<file path="src/hdl/tpw_params.svh">
// Register offsets, field positions, reset values and timer constants
`ifndef TPW_PARAMS_SVH
`define TPW_PARAMS_SVH

// ==========================================================
// Register offsets (word index on the register port)
`define TPW_OFF_START   8'h00
`define TPW_OFF_MODE    8'h01
`define TPW_OFF_PINFN   8'h02
`define TPW_OFF_ACTLVL  8'h03
`define TPW_OFF_INITLVL 8'h04
`define TPW_OFF_FCR     8'h05
`define TPW_OFF_PORTOUT 8'h06
`define TPW_OFF_PORTOE  8'h07
`define TPW_OFF_GR_BASE 8'h08
`define TPW_OFF_CNT0    8'h10
`define TPW_OFF_CNT1    8'h11
`define TPW_OFF_PININ   8'h12
`define TPW_OFF_STATUS  8'h13

// ==========================================================
// Field positions
`define TPW_START_LSB   0
`define TPW_STOPSEL_LSB 2
`define TPW_MODE_SYNC   0
`define TPW_MODE_RSYNC  1
`define TPW_MODE_CUTEN  2
`define TPW_MODE_CLK    3
`define TPW_MODE_EDGE   6
`define TPW_FCR_OLS_N   0
`define TPW_FCR_OLS_C   1

// ==========================================================
// Reset values and constants
`define TPW_RST_GR      16'hffff
`define TPW_RST_BYTE    8'h00
`define TPW_CNT_MAX     16'hffff
`define TPW_PWM_PINS    8'hee
`define TPW_RSYNC_PINS  8'hfe
`define TPW_EXTCLK_PIN  0
`define TPW_TOGGLE_PIN  2

`endif

</file>
<file path="src/hdl/tpw_pkg.sv">
// Types shared by the PWM timer pair
package tpw_pkg;

	typedef enum logic [2:0] {
		TPW_CLK_FCLK   = 3'b000,
		TPW_CLK_DIV2   = 3'b001,
		TPW_CLK_DIV4   = 3'b010,
		TPW_CLK_DIV8   = 3'b011,
		TPW_CLK_DIV32  = 3'b100,
		TPW_CLK_HOCO   = 3'b101,
		TPW_CLK_EXT    = 3'b110
	} tpw_clk_e;

	typedef struct packed {
		logic [7:0]  addr;
		logic [15:0] wdata;
		logic        wr;
		logic        rd;
	} tpw_bus_s;

	// Pin order: A0 B0 C0 D0 A1 B1 C1 D1 from bit 0 up
	typedef struct packed {
		logic [7:0] out;
		logic [7:0] oe;
	} tpw_pin_s;

	typedef struct packed {
		logic       ovf1;
		logic [3:0] match1;
		logic       ovf0;
		logic [3:0] match0;
	} tpw_irq_s;

endpackage

</file>
<file path="src/hdl/tpw_top.sv">
// Sixteen-bit timer pair with PWM and reset-synchronous three-phase PWM
`timescale 1ns/1ps
`include "tpw_params.svh"

// ==========================================================
// How it works
// RULE1 - Each channel drives up to three PWM pins
// RULE2 - Synchronised channels give six PWM outputs
// RULE3 - Register A sets period when PWM used
// RULE4 - Count clock: oscillator, divided clock, external pin
// RULE5 - Up-counter, period is m plus one
// RULE6 - Active m minus n, inactive n plus one
// RULE7 - Writing start bit one begins counting
// RULE8 - Stop-select one: clearing start halts, pins hold
// RULE9 - Stop-select zero: halt at period match
// RULE10 - Requests on A to D matches, overflow
// RULE11 - B, C, D pins port or pulse
// RULE12 - Active and initial level per pin
// RULE13 - Interrupt pin forces PWM outputs off
// RULE14 - Duty above period never goes active
// RULE15 - Reset-sync: three normal, three counter phases
// RULE16 - Reset-sync: only counter zero increments
// RULE17 - Reset-sync: A0 period, B0 A1 B1 duties
// RULE18 - Reset-sync phase to pin mapping
// RULE19 - Reset-sync: C0 toggles each period
// RULE20 - Reset-sync stop returns pins to initial
// RULE21 - Reset-sync requests from counter zero compares
// RULE22 - Reset-sync levels chosen per phase group
// RULE23 - Active on duty match, inactive at period

module tpw_top (
	// Clock and reset
	input  wire logic               REF_CLK,
	input  wire logic               RESET,
	// Register port
	input  wire tpw_pkg::tpw_bus_s  BUS,
	output logic [15:0]             RDATA,
	// Timer pins
	input  wire logic [7:0]         PIN_IN,
	output tpw_pkg::tpw_pin_s       PIN,
	// External interrupt pin, low forces cutoff
	input  wire logic               CUTOFF_IN,
	// High-speed oscillator and enables
	input  wire logic               HOCO_IN,
	input  wire logic               OSC_OPTION,
	input  wire logic               PERIPH_EN,
	// Interrupt requests, one-cycle pulses
	output tpw_pkg::tpw_irq_s       IRQ
);
	import tpw_pkg::*;

	// ==========================================================
	// Register file
	logic [1:0]  start_ff;
	logic [1:0]  stopsel_ff;
	logic [7:0]  mode_ff;
	logic [7:0]  pinfn_ff;
	logic [7:0]  actlvl_ff;
	logic [7:0]  initlvl_ff;
	logic [1:0]  fcr_ff;
	logic [7:0]  portout_ff;
	logic [7:0]  portoe_ff;
	logic [15:0] gr_ff [2][4];
	logic [15:0] cnt_ff [2];

	wire logic   wr_start   = BUS.wr && BUS.addr == `TPW_OFF_START;
	wire logic   wr_mode    = BUS.wr && BUS.addr == `TPW_OFF_MODE;
	wire logic   wr_pinfn   = BUS.wr && BUS.addr == `TPW_OFF_PINFN;
	wire logic   wr_act     = BUS.wr && BUS.addr == `TPW_OFF_ACTLVL;
	wire logic   wr_init    = BUS.wr && BUS.addr == `TPW_OFF_INITLVL;
	wire logic   wr_fcr     = BUS.wr && BUS.addr == `TPW_OFF_FCR;
	wire logic   wr_pout    = BUS.wr && BUS.addr == `TPW_OFF_PORTOUT;
	wire logic   wr_poe     = BUS.wr && BUS.addr == `TPW_OFF_PORTOE;
	wire logic   wr_gr      = BUS.wr && BUS.addr[7:3] == 5'(`TPW_OFF_GR_BASE >> 3);
	wire logic   wr_cnt0    = BUS.wr && BUS.addr == `TPW_OFF_CNT0;
	wire logic   wr_cnt1    = BUS.wr && BUS.addr == `TPW_OFF_CNT1;

	wire logic   sync_mode  = mode_ff[`TPW_MODE_SYNC];
	wire logic   rsync      = mode_ff[`TPW_MODE_RSYNC];
	wire logic   cut_en     = mode_ff[`TPW_MODE_CUTEN];
	wire tpw_clk_e clk_sel  = tpw_clk_e'(mode_ff[`TPW_MODE_CLK +: 3]);
	wire logic [1:0] edge_sel = mode_ff[`TPW_MODE_EDGE +: 2];

	// ==========================================================
	// Input synchronisers: pins, cutoff, oscillator
	logic [9:0]  in_s1_ff;
	logic [9:0]  in_s2_ff;
	logic [1:0]  edge_d_ff;
	wire logic [9:0] in_raw  = {HOCO_IN, CUTOFF_IN, PIN_IN};
	wire logic   ext_s       = in_s2_ff[`TPW_EXTCLK_PIN];
	wire logic   hoco_s      = in_s2_ff[9];
	wire logic   cut         = cut_en && !in_s2_ff[8]; // RULE13

	always_ff @(posedge REF_CLK) begin
		if (RESET) begin
			in_s1_ff  <= '0;
			in_s2_ff  <= '0;
			edge_d_ff <= '0;
		end else begin
			in_s1_ff  <= in_raw;
			in_s2_ff  <= in_s1_ff;
			edge_d_ff <= {hoco_s, ext_s};
		end
	end

	// ==========================================================
	// Count clock selection
	logic [4:0]  div_ff;
	wire logic   ext_rise  = ext_s && !edge_d_ff[0];
	wire logic   ext_fall  = !ext_s && edge_d_ff[0];
	wire logic   ext_tick  = (edge_sel == 2'b00) ? ext_rise :
	                         (edge_sel == 2'b01) ? ext_fall : (ext_rise || ext_fall);
	// Oscillator counts only when the option strap allows it
	wire logic   hoco_tick = OSC_OPTION && hoco_s && !edge_d_ff[1];
	logic        src_tick;

	always_comb begin // RULE4
		case (clk_sel)
			TPW_CLK_FCLK:  src_tick = 1'b1;
			TPW_CLK_DIV2:  src_tick = div_ff[0];
			TPW_CLK_DIV4:  src_tick = &div_ff[1:0];
			TPW_CLK_DIV8:  src_tick = &div_ff[2:0];
			TPW_CLK_DIV32: src_tick = &div_ff;
			TPW_CLK_HOCO:  src_tick = hoco_tick;
			TPW_CLK_EXT:   src_tick = ext_tick;
			default:       src_tick = 1'b0;
		endcase
	end

	wire logic   tick = PERIPH_EN && src_tick;

	always_ff @(posedge REF_CLK) begin
		if (RESET) begin
			div_ff <= '0;
		end else begin
			div_ff <= div_ff + 5'h01;
		end
	end

	// ==========================================================
	// Channel run control and compares
	logic [1:0]  run_d_ff;
	wire logic [1:0] run;
	wire logic [1:0] cnt_tick;
	wire logic [1:0] cmp_tick;
	wire logic [15:0] cmp_cnt [2];
	wire logic [3:0] hit [2];
	wire logic [1:0] pm;
	wire logic [1:0] ovf;
	wire logic [1:0] start_rise;

	// Channel one follows channel zero when synchronised; idle in reset-sync
	assign run[0]      = start_ff[0]; // RULE7
	assign run[1]      = rsync ? 1'b0 : (sync_mode ? start_ff[0] : start_ff[1]); // RULE16 RULE2
	assign cnt_tick    = run & {2{tick}};
	// In reset-sync the channel one registers compare against counter zero
	assign cmp_tick[0] = cnt_tick[0];
	assign cmp_tick[1] = rsync ? cnt_tick[0] : cnt_tick[1]; // RULE21
	assign cmp_cnt[0]  = cnt_ff[0];
	assign cmp_cnt[1]  = rsync ? cnt_ff[0] : cnt_ff[1];
	assign start_rise  = run & ~run_d_ff;

	for (genvar c = 0; c < 2; c++) begin : g_cmp
		for (genvar j = 0; j < 4; j++) begin : g_reg
			// Counter passes the period only after a counter or period write, so otherwise a larger duty never hits
			assign hit[c][j] = cmp_tick[c] && cmp_cnt[c] == gr_ff[c][j]; // RULE10 RULE14
		end
		assign ovf[c] = cnt_tick[c] && cnt_ff[c] == `TPW_CNT_MAX && !pm[c];
	end
	assign pm[0] = hit[0][0]; // RULE3
	assign pm[1] = sync_mode ? hit[0][0] : hit[1][0];

	// ==========================================================
	// Counters and start bits
	for (genvar c = 0; c < 2; c++) begin : g_cnt
		wire logic wr_cnt = (c == 0) ? (wr_cnt0 || (sync_mode && wr_cnt1)) :
		                               (wr_cnt1 || (sync_mode && wr_cnt0));
		wire logic [15:0] nxt_cnt = wr_cnt ? BUS.wdata :
		                            !cnt_tick[c] ? cnt_ff[c] :
		                            pm[c] ? 16'h0000 : cnt_ff[c] + 16'h0001; // RULE5
		always_ff @(posedge REF_CLK) begin
			if (RESET) begin
				cnt_ff[c] <= '0;
			end else begin
				cnt_ff[c] <= nxt_cnt;
			end
		end
	end

	// Auto stop at the period match when stop-select is zero
	wire logic [1:0] auto_stop = ~stopsel_ff & pm & cnt_tick; // RULE9 RULE20
	wire logic [1:0] nxt_start = wr_start ? BUS.wdata[`TPW_START_LSB +: 2] :
	                             (start_ff & ~auto_stop); // RULE8

	always_ff @(posedge REF_CLK) begin
		if (RESET) begin
			start_ff   <= '0;
			stopsel_ff <= '0;
			run_d_ff   <= '0;
			mode_ff    <= `TPW_RST_BYTE;
			pinfn_ff   <= `TPW_RST_BYTE;
			actlvl_ff  <= `TPW_RST_BYTE;
			initlvl_ff <= `TPW_RST_BYTE;
			fcr_ff     <= '0;
			portout_ff <= `TPW_RST_BYTE;
			portoe_ff  <= `TPW_RST_BYTE;
		end else begin
			start_ff   <= nxt_start;
			run_d_ff   <= run;
			if (wr_start)
				stopsel_ff <= BUS.wdata[`TPW_STOPSEL_LSB +: 2];
			if (wr_mode)
				mode_ff    <= BUS.wdata[7:0];
			if (wr_pinfn)
				pinfn_ff   <= BUS.wdata[7:0];
			if (wr_act)
				actlvl_ff  <= BUS.wdata[7:0];
			if (wr_init)
				initlvl_ff <= BUS.wdata[7:0];
			if (wr_fcr)
				fcr_ff     <= BUS.wdata[1:0];
			if (wr_pout)
				portout_ff <= BUS.wdata[7:0];
			if (wr_poe)
				portoe_ff  <= BUS.wdata[7:0];
		end
	end

	always_ff @(posedge REF_CLK) begin
		if (RESET) begin
			gr_ff <= '{default: `TPW_RST_GR};
		end else if (wr_gr) begin
			gr_ff[BUS.addr[2]][BUS.addr[1:0]] <= BUS.wdata;
		end
	end

	// ==========================================================
	// Plain PWM pin levels
	logic [7:0]  lvl_ff;

	for (genvar p = 0; p < 8; p++) begin : g_pwm
		localparam int C = p / 4;
		localparam int J = p % 4;
		// Period match wins, so n equal to m stays inactive
		wire logic nxt_lvl = start_rise[C] ? initlvl_ff[p] : // RULE12
		                     pm[C] && cnt_tick[C] ? !actlvl_ff[p] : // RULE23
		                     (J != 0 && hit[C][J]) ? actlvl_ff[p] : lvl_ff[p]; // RULE6
		always_ff @(posedge REF_CLK) begin
			if (RESET) begin
				lvl_ff[p] <= 1'b0;
			end else begin
				lvl_ff[p] <= nxt_lvl;
			end
		end
	end

	// ==========================================================
	// Reset-synchronous three-phase levels
	logic [2:0]  ph_ff;
	logic        tgl_ff;
	wire logic [2:0] ph_hit = {hit[1][1], hit[1][0], hit[0][1]}; // RULE17
	wire logic   ols_n      = fcr_ff[`TPW_FCR_OLS_N]; // RULE22
	wire logic   ols_c      = fcr_ff[`TPW_FCR_OLS_C];

	always_ff @(posedge REF_CLK) begin
		if (RESET) begin
			ph_ff  <= '0;
			tgl_ff <= 1'b0;
		end else if (start_rise[0]) begin
			ph_ff  <= '0;
			tgl_ff <= initlvl_ff[`TPW_TOGGLE_PIN];
		end else if (pm[0] && cnt_tick[0]) begin
			ph_ff  <= '0;
			tgl_ff <= !tgl_ff; // RULE19
		end else begin
			ph_ff  <= ph_ff | ph_hit;
		end
	end

	// Start cycle still holds the last run's phase state, so show initial levels there
	wire logic       rs_run = run[0] && !start_rise[0];
	// Level select zero: initial high, active low
	wire logic [2:0] nrm = rs_run ? ({3{ols_n}} ~^ ph_ff) : {3{!ols_n}}; // RULE15
	wire logic [2:0] cph = rs_run ? ({3{ols_c}} ^ ph_ff) : {3{!ols_c}}; // RULE20
	// Phase one B0/D0, phase two A1/C1, phase three B1/D1
	wire logic [7:0] rs_lvl = {cph[2], cph[1], nrm[2], nrm[1], cph[0],
	                           (rs_run ? tgl_ff : initlvl_ff[`TPW_TOGGLE_PIN]), nrm[0], 1'b0}; // RULE18

	// ==========================================================
	// Pin multiplexing and cutoff
	wire logic [7:0] pwm_sel  = rsync ? `TPW_RSYNC_PINS : (pinfn_ff & `TPW_PWM_PINS); // RULE11 RULE1
	wire logic [7:0] pwm_lvl  = rsync ? rs_lvl : lvl_ff;
	wire logic       ext_pin  = clk_sel == TPW_CLK_EXT;
	wire logic [7:0] nxt_out  = (pwm_sel & pwm_lvl) | (~pwm_sel & portout_ff);
	// Cutoff floats the pulse outputs; port pins keep their drive
	wire logic [7:0] nxt_oe   = ((pwm_sel & {8{!cut}}) | (~pwm_sel & portoe_ff)) &
	                            ~{7'h00, ext_pin}; // RULE13
	wire tpw_irq_s   nxt_irq  = '{ovf1: ovf[1], match1: hit[1], ovf0: ovf[0], match0: hit[0]}; // RULE10

	always_ff @(posedge REF_CLK) begin
		if (RESET) begin
			PIN <= '0;
			IRQ <= '0;
		end else begin
			PIN <= '{out: nxt_out, oe: nxt_oe};
			IRQ <= nxt_irq;
		end
	end

	// ==========================================================
	// Read port
	wire logic [15:0] rd_mux =
		(BUS.addr == `TPW_OFF_START)   ? {12'h000, stopsel_ff, start_ff} :
		(BUS.addr == `TPW_OFF_MODE)    ? {8'h00, mode_ff} :
		(BUS.addr == `TPW_OFF_PINFN)   ? {8'h00, pinfn_ff} :
		(BUS.addr == `TPW_OFF_ACTLVL)  ? {8'h00, actlvl_ff} :
		(BUS.addr == `TPW_OFF_INITLVL) ? {8'h00, initlvl_ff} :
		(BUS.addr == `TPW_OFF_FCR)     ? {14'h0000, fcr_ff} :
		(BUS.addr == `TPW_OFF_PORTOUT) ? {8'h00, portout_ff} :
		(BUS.addr == `TPW_OFF_PORTOE)  ? {8'h00, portoe_ff} :
		(BUS.addr[7:3] == 5'(`TPW_OFF_GR_BASE >> 3)) ? gr_ff[BUS.addr[2]][BUS.addr[1:0]] :
		(BUS.addr == `TPW_OFF_CNT0)    ? cnt_ff[0] :
		(BUS.addr == `TPW_OFF_CNT1)    ? cnt_ff[1] :
		(BUS.addr == `TPW_OFF_PININ)   ? {8'h00, in_s2_ff[7:0]} :
		(BUS.addr == `TPW_OFF_STATUS)  ? {13'h0000, cut, run} : 16'h0000;

	always_ff @(posedge REF_CLK) begin
		if (RESET) begin
			RDATA <= '0;
		end else begin
			RDATA <= BUS.rd ? rd_mux : 16'h0000;
		end
	end

endmodule

</file>
<file path="config.mk">
export PLATFORM = sky130hd
export DESIGN_NAME = tpw_top
export DESIGN_NICKNAME = d
export VERILOG_FILES = /design/src/hdl/tpw_pkg.sv /design/src/hdl/tpw_top.sv
export VERILOG_INCLUDE_DIRS = /design/src /design/src/hdl
export SDC_FILE = /design/constraint.sdc
export NUM_CORES = 1
export LEC_CHECK = 0
export ABC_AREA = 1
export BUFFER_PORTS_ARGS = -buffer_cell sky130_fd_sc_hd__buf_4
export CORE_AREA = 3 3 163 165
export CTS_CLUSTER_SIZE = 20
export DETAILED_ROUTE_END_ITERATION = 8
export DIE_AREA = 0 0 166 168
export PLACE_DENSITY_LB_ADDON = 0.12
export SYNTH_ARGS = -nofsm -noshare
export SYNTH_HDL_FRONTEND = slang
export SYNTH_SLANG_ARGS = --single-unit
</file>
<file path="constraint.sdc">
create_clock -name REF_CLK -period 3.78 [get_ports REF_CLK]
set_input_delay 0.378 -clock REF_CLK [delete_from_list [all_inputs] [get_ports REF_CLK]]
set_output_delay 0.378 -clock REF_CLK [all_outputs]
set_load 0.01 [all_outputs]
</file>
==> run metrics <==
RSZ-0062 raised after global routing=false; Vias=15500; Crit. End Element=flip-flop; largest net degree at the start of global routing=182; share of cells above drive strength 1=11.2%; final setup violation count=0; # clock sinks=295; WP data arrival=3.64 ns; Vias/cell=6.19; FF-to-FF setup slack=0.55 ns; Area growth, synth to finish=13.1%; Synth area leader=dfxtp_1; Area after DPL=15800 µm²; Resized Gates After CTS=0; CP required=4.19 ns; number of H-tree levels=1; grt total ovfl=0; Area contributors post-synth=dfxtp_1, nand2_1, o211ai_1; most common cell after layout, fill and taps aside=nand2_1; Slew HR=34.9%; minimum clock period=3.23 ns; most frequent cells in the layout=nand2_1, dfxtp_1, inv_1; DRC=0; TritonRoute pass-1 iters=8; Port Buffer Count=81; die height=168 µm; PwrDens=403 nW/µm²; total track usage=37.7%; Synth top area share=39.1%; Synth Flop Type=dfxtp_1; initial antenna violation count=0; Clock transition at path regs=0.07 ns; CP Max Fanout=23; Post-Syn Area=15100 µm²; critical path type=flip-flop to flip-flop; row cnt=58; Mapped Cells=2112; startpoint types=flip-flop; die area=27900 µm²; WL final=54300 µm; status=complete, no violations; Detail Placement HPWL=38700 µm; Final ANT Viol Nets=0; total CTS buffers=31; Iteration-0 DRC Markers=2270; clock tree from TritonCTS=built; Die Span X=166 µm; Max Fclk=310 MHz; Core Footprint=25200 µm²; Syn Nets=2159; # IOs=82; GPL Wtd Cong=1.01; asr flop ratio synth=0%; Post-Route Setup TNS=0 ns; first-pass GRT wire length=83100 µm; FILL cells=2199; MaxCap Viol Count=0; Final Hold Viols=0; Design Power=6.88 mW; nets@finish=2191; Post-synth EDFFs=0; routed len/inst=21.7 µm; vias in the first global route=14000; actual transition at the worst max-transition pin=0.972 ns; clock root buffer=clkbuf_16; Final Max Tran Viols=0; starting density of the core=59.9%; worst min path class=input port to flip-flop; Max Clock Skew=0.0347 ns; post-route cell area=17100 µm²; Post-Syn Area per Cell=7.14 µm²; clock latency on the worst-skew pair=0.58 ns; worst vdd ir=437 µV; Seq cells post-synth=295; fin crit share=85.4%; Pleak=7.89 nW; synth unique cells=46; YS warnings=0; Clock Path Buffers=3; post-synthesis sequential area ratio=39.1%; number of diodes=0
==> metrics by stage <==
step           std cells  hold slack, ns  setup WS (ns)  util, %
2_1_floorplan       2112           0.388           1.66        -
3_3_place_gp        2433           0.390          0.795     62.9
3_5_place_dp        2433           0.394          0.702     62.9
4_1_cts             2499         0.00237          0.672     67.7
5_1_grt             2499          0.0415          0.326     67.7
6_report            2499          0.0165          0.552     67.7
==> what timing repair did <==
item,in CTS,in global routing
endpoints found under the setup margin,0,0
hold endpoints to repair,8,0
hold buffers,8,0
buffers inserted,0,0
==> registers in the layout, summed over array words and instances (netlist names) <==
register	count
IRQ	10
PIN	16
RDATA	16
actlvl_ff	8
cnt_ff	32
div_ff	5
edge_d_ff	2
fcr_ff	2
gr_ff	128
in_s1_ff	10
in_s2_ff	10
initlvl_ff	8
lvl_ff	6
mode_ff	8
ph_ff	3
pinfn_ff	8
portoe_ff	8
portout_ff	8
run_d_ff	2
start_ff	2
stopsel_ff	2
tgl_ff	1
==> layer usage <==
| metal | up-vias | wire, µm | track usage [%] |
|---|---|---|---|
| met5 | - | 0 | 0 |
| met4 | 0 | 2380 | 14.2 |
| met3 | 170 | 7420 | 9.53 |
| met2 | 998 | 22200 | 54.1 |
| met1 | 7149 | 22400 | 54.6 |
| li1 | 7149 | - | - |
==> report_power, final <==
group | leakage (nW) | internal, mW | switching (mW)
sequential | 2.39 | 3.13 | 0.0156
clock | 0.548 | 2.05 | 1.35
combinational | 4.95 | 0.0861 | 0.251
==> path summary, 6_finish.rpt <==
| kind | start | to | cells past startpoint |
|---|---|---|---|
| max | mode_ff[1] | lvl_ff[6] | 17 |
| min | PIN_IN[3] | in_s1_ff[3] | 3 |
| max reg2reg | mode_ff[1] | lvl_ff[6] | 17 |
| min reg2reg | in_s1_ff[8] | in_s2_ff[8] | 2 |
==> worst max-delay path, cell delays in order, from the launching register on <==
cell and delay (ns):
dfxtp_2 0.74, inv_4 0.32, nand2_1 0.20, nand2_1 0.16, nand2_1 0.09, nand2_1 0.05, inv_1 0.04, nand2_1 0.05
nor2_1 0.27, nand2_1 0.11, nor2_1 0.15, nand3_1 0.11, nand2_2 0.23, nand2_2 0.21, nand2_1 0.11, nand3_1 0.07
nand2_1 0.07, a21oi_1 0.06
==> final cells by class <==
| cell class | instances | area [µm²] | area share [%] |
|---|---|---|---|
| multi-input combinational | 1469 | 7780 | 45.6 |
| sequential | 295 | 5910 | 34.6 |
| timing repair buffer | 121 | 966 | 5.66 |
| inverter | 226 | 853 | 5.00 |
| clock buffer | 37 | 828 | 4.86 |
| tap | 330 | 413 | 2.42 |
| clock inverter | 21 | 309 | 1.81 |
==> cells by family after synthesis <==
logic type,Yosys count,share of synthesized area (%)
compound gates,519,21.6
xor+xnor,91,5.28
fa+ha+maj,7,0.581
buf+inv,348,9.27
flops,295,39.1
simple gates,852,24.1
==> synth_stat cells, types with 3 or more instances <==
| cell | n |
|---|---|
| nor3_1 | 21 |
| buf_6 | 4 |
| buf_1 | 6 |
| inv_2 | 13 |
| a211oi_1 | 9 |
| nand2_2 | 17 |
| or2_2 | 14 |
| buf_2 | 16 |
| dfxtp_1 | 295 |
| o21ai_0 | 133 |
| nand2_4 | 7 |
| nand2_1 | 465 |
| a21oi_1 | 143 |
| a21oi_2 | 3 |
| clkbuf_1 | 90 |
| ha_1 | 7 |
| clkinv_1 | 5 |
| xor2_1 | 48 |
| o21ai_4 | 7 |
| o2111ai_1 | 9 |
| nand3_1 | 95 |
| buf_4 | 3 |
| nand4_1 | 33 |
| o211ai_1 | 140 |
| a221oi_1 | 21 |
| o221ai_1 | 3 |
| nor3_2 | 4 |
| nand3b_1 | 3 |
| xnor2_1 | 43 |
| o22ai_1 | 11 |
| nor2_1 | 181 |
| o21ai_2 | 3 |
| inv_1 | 207 |
| nor4_1 | 6 |
| a31oi_1 | 36 |
(Power assumes the default switching activity.)
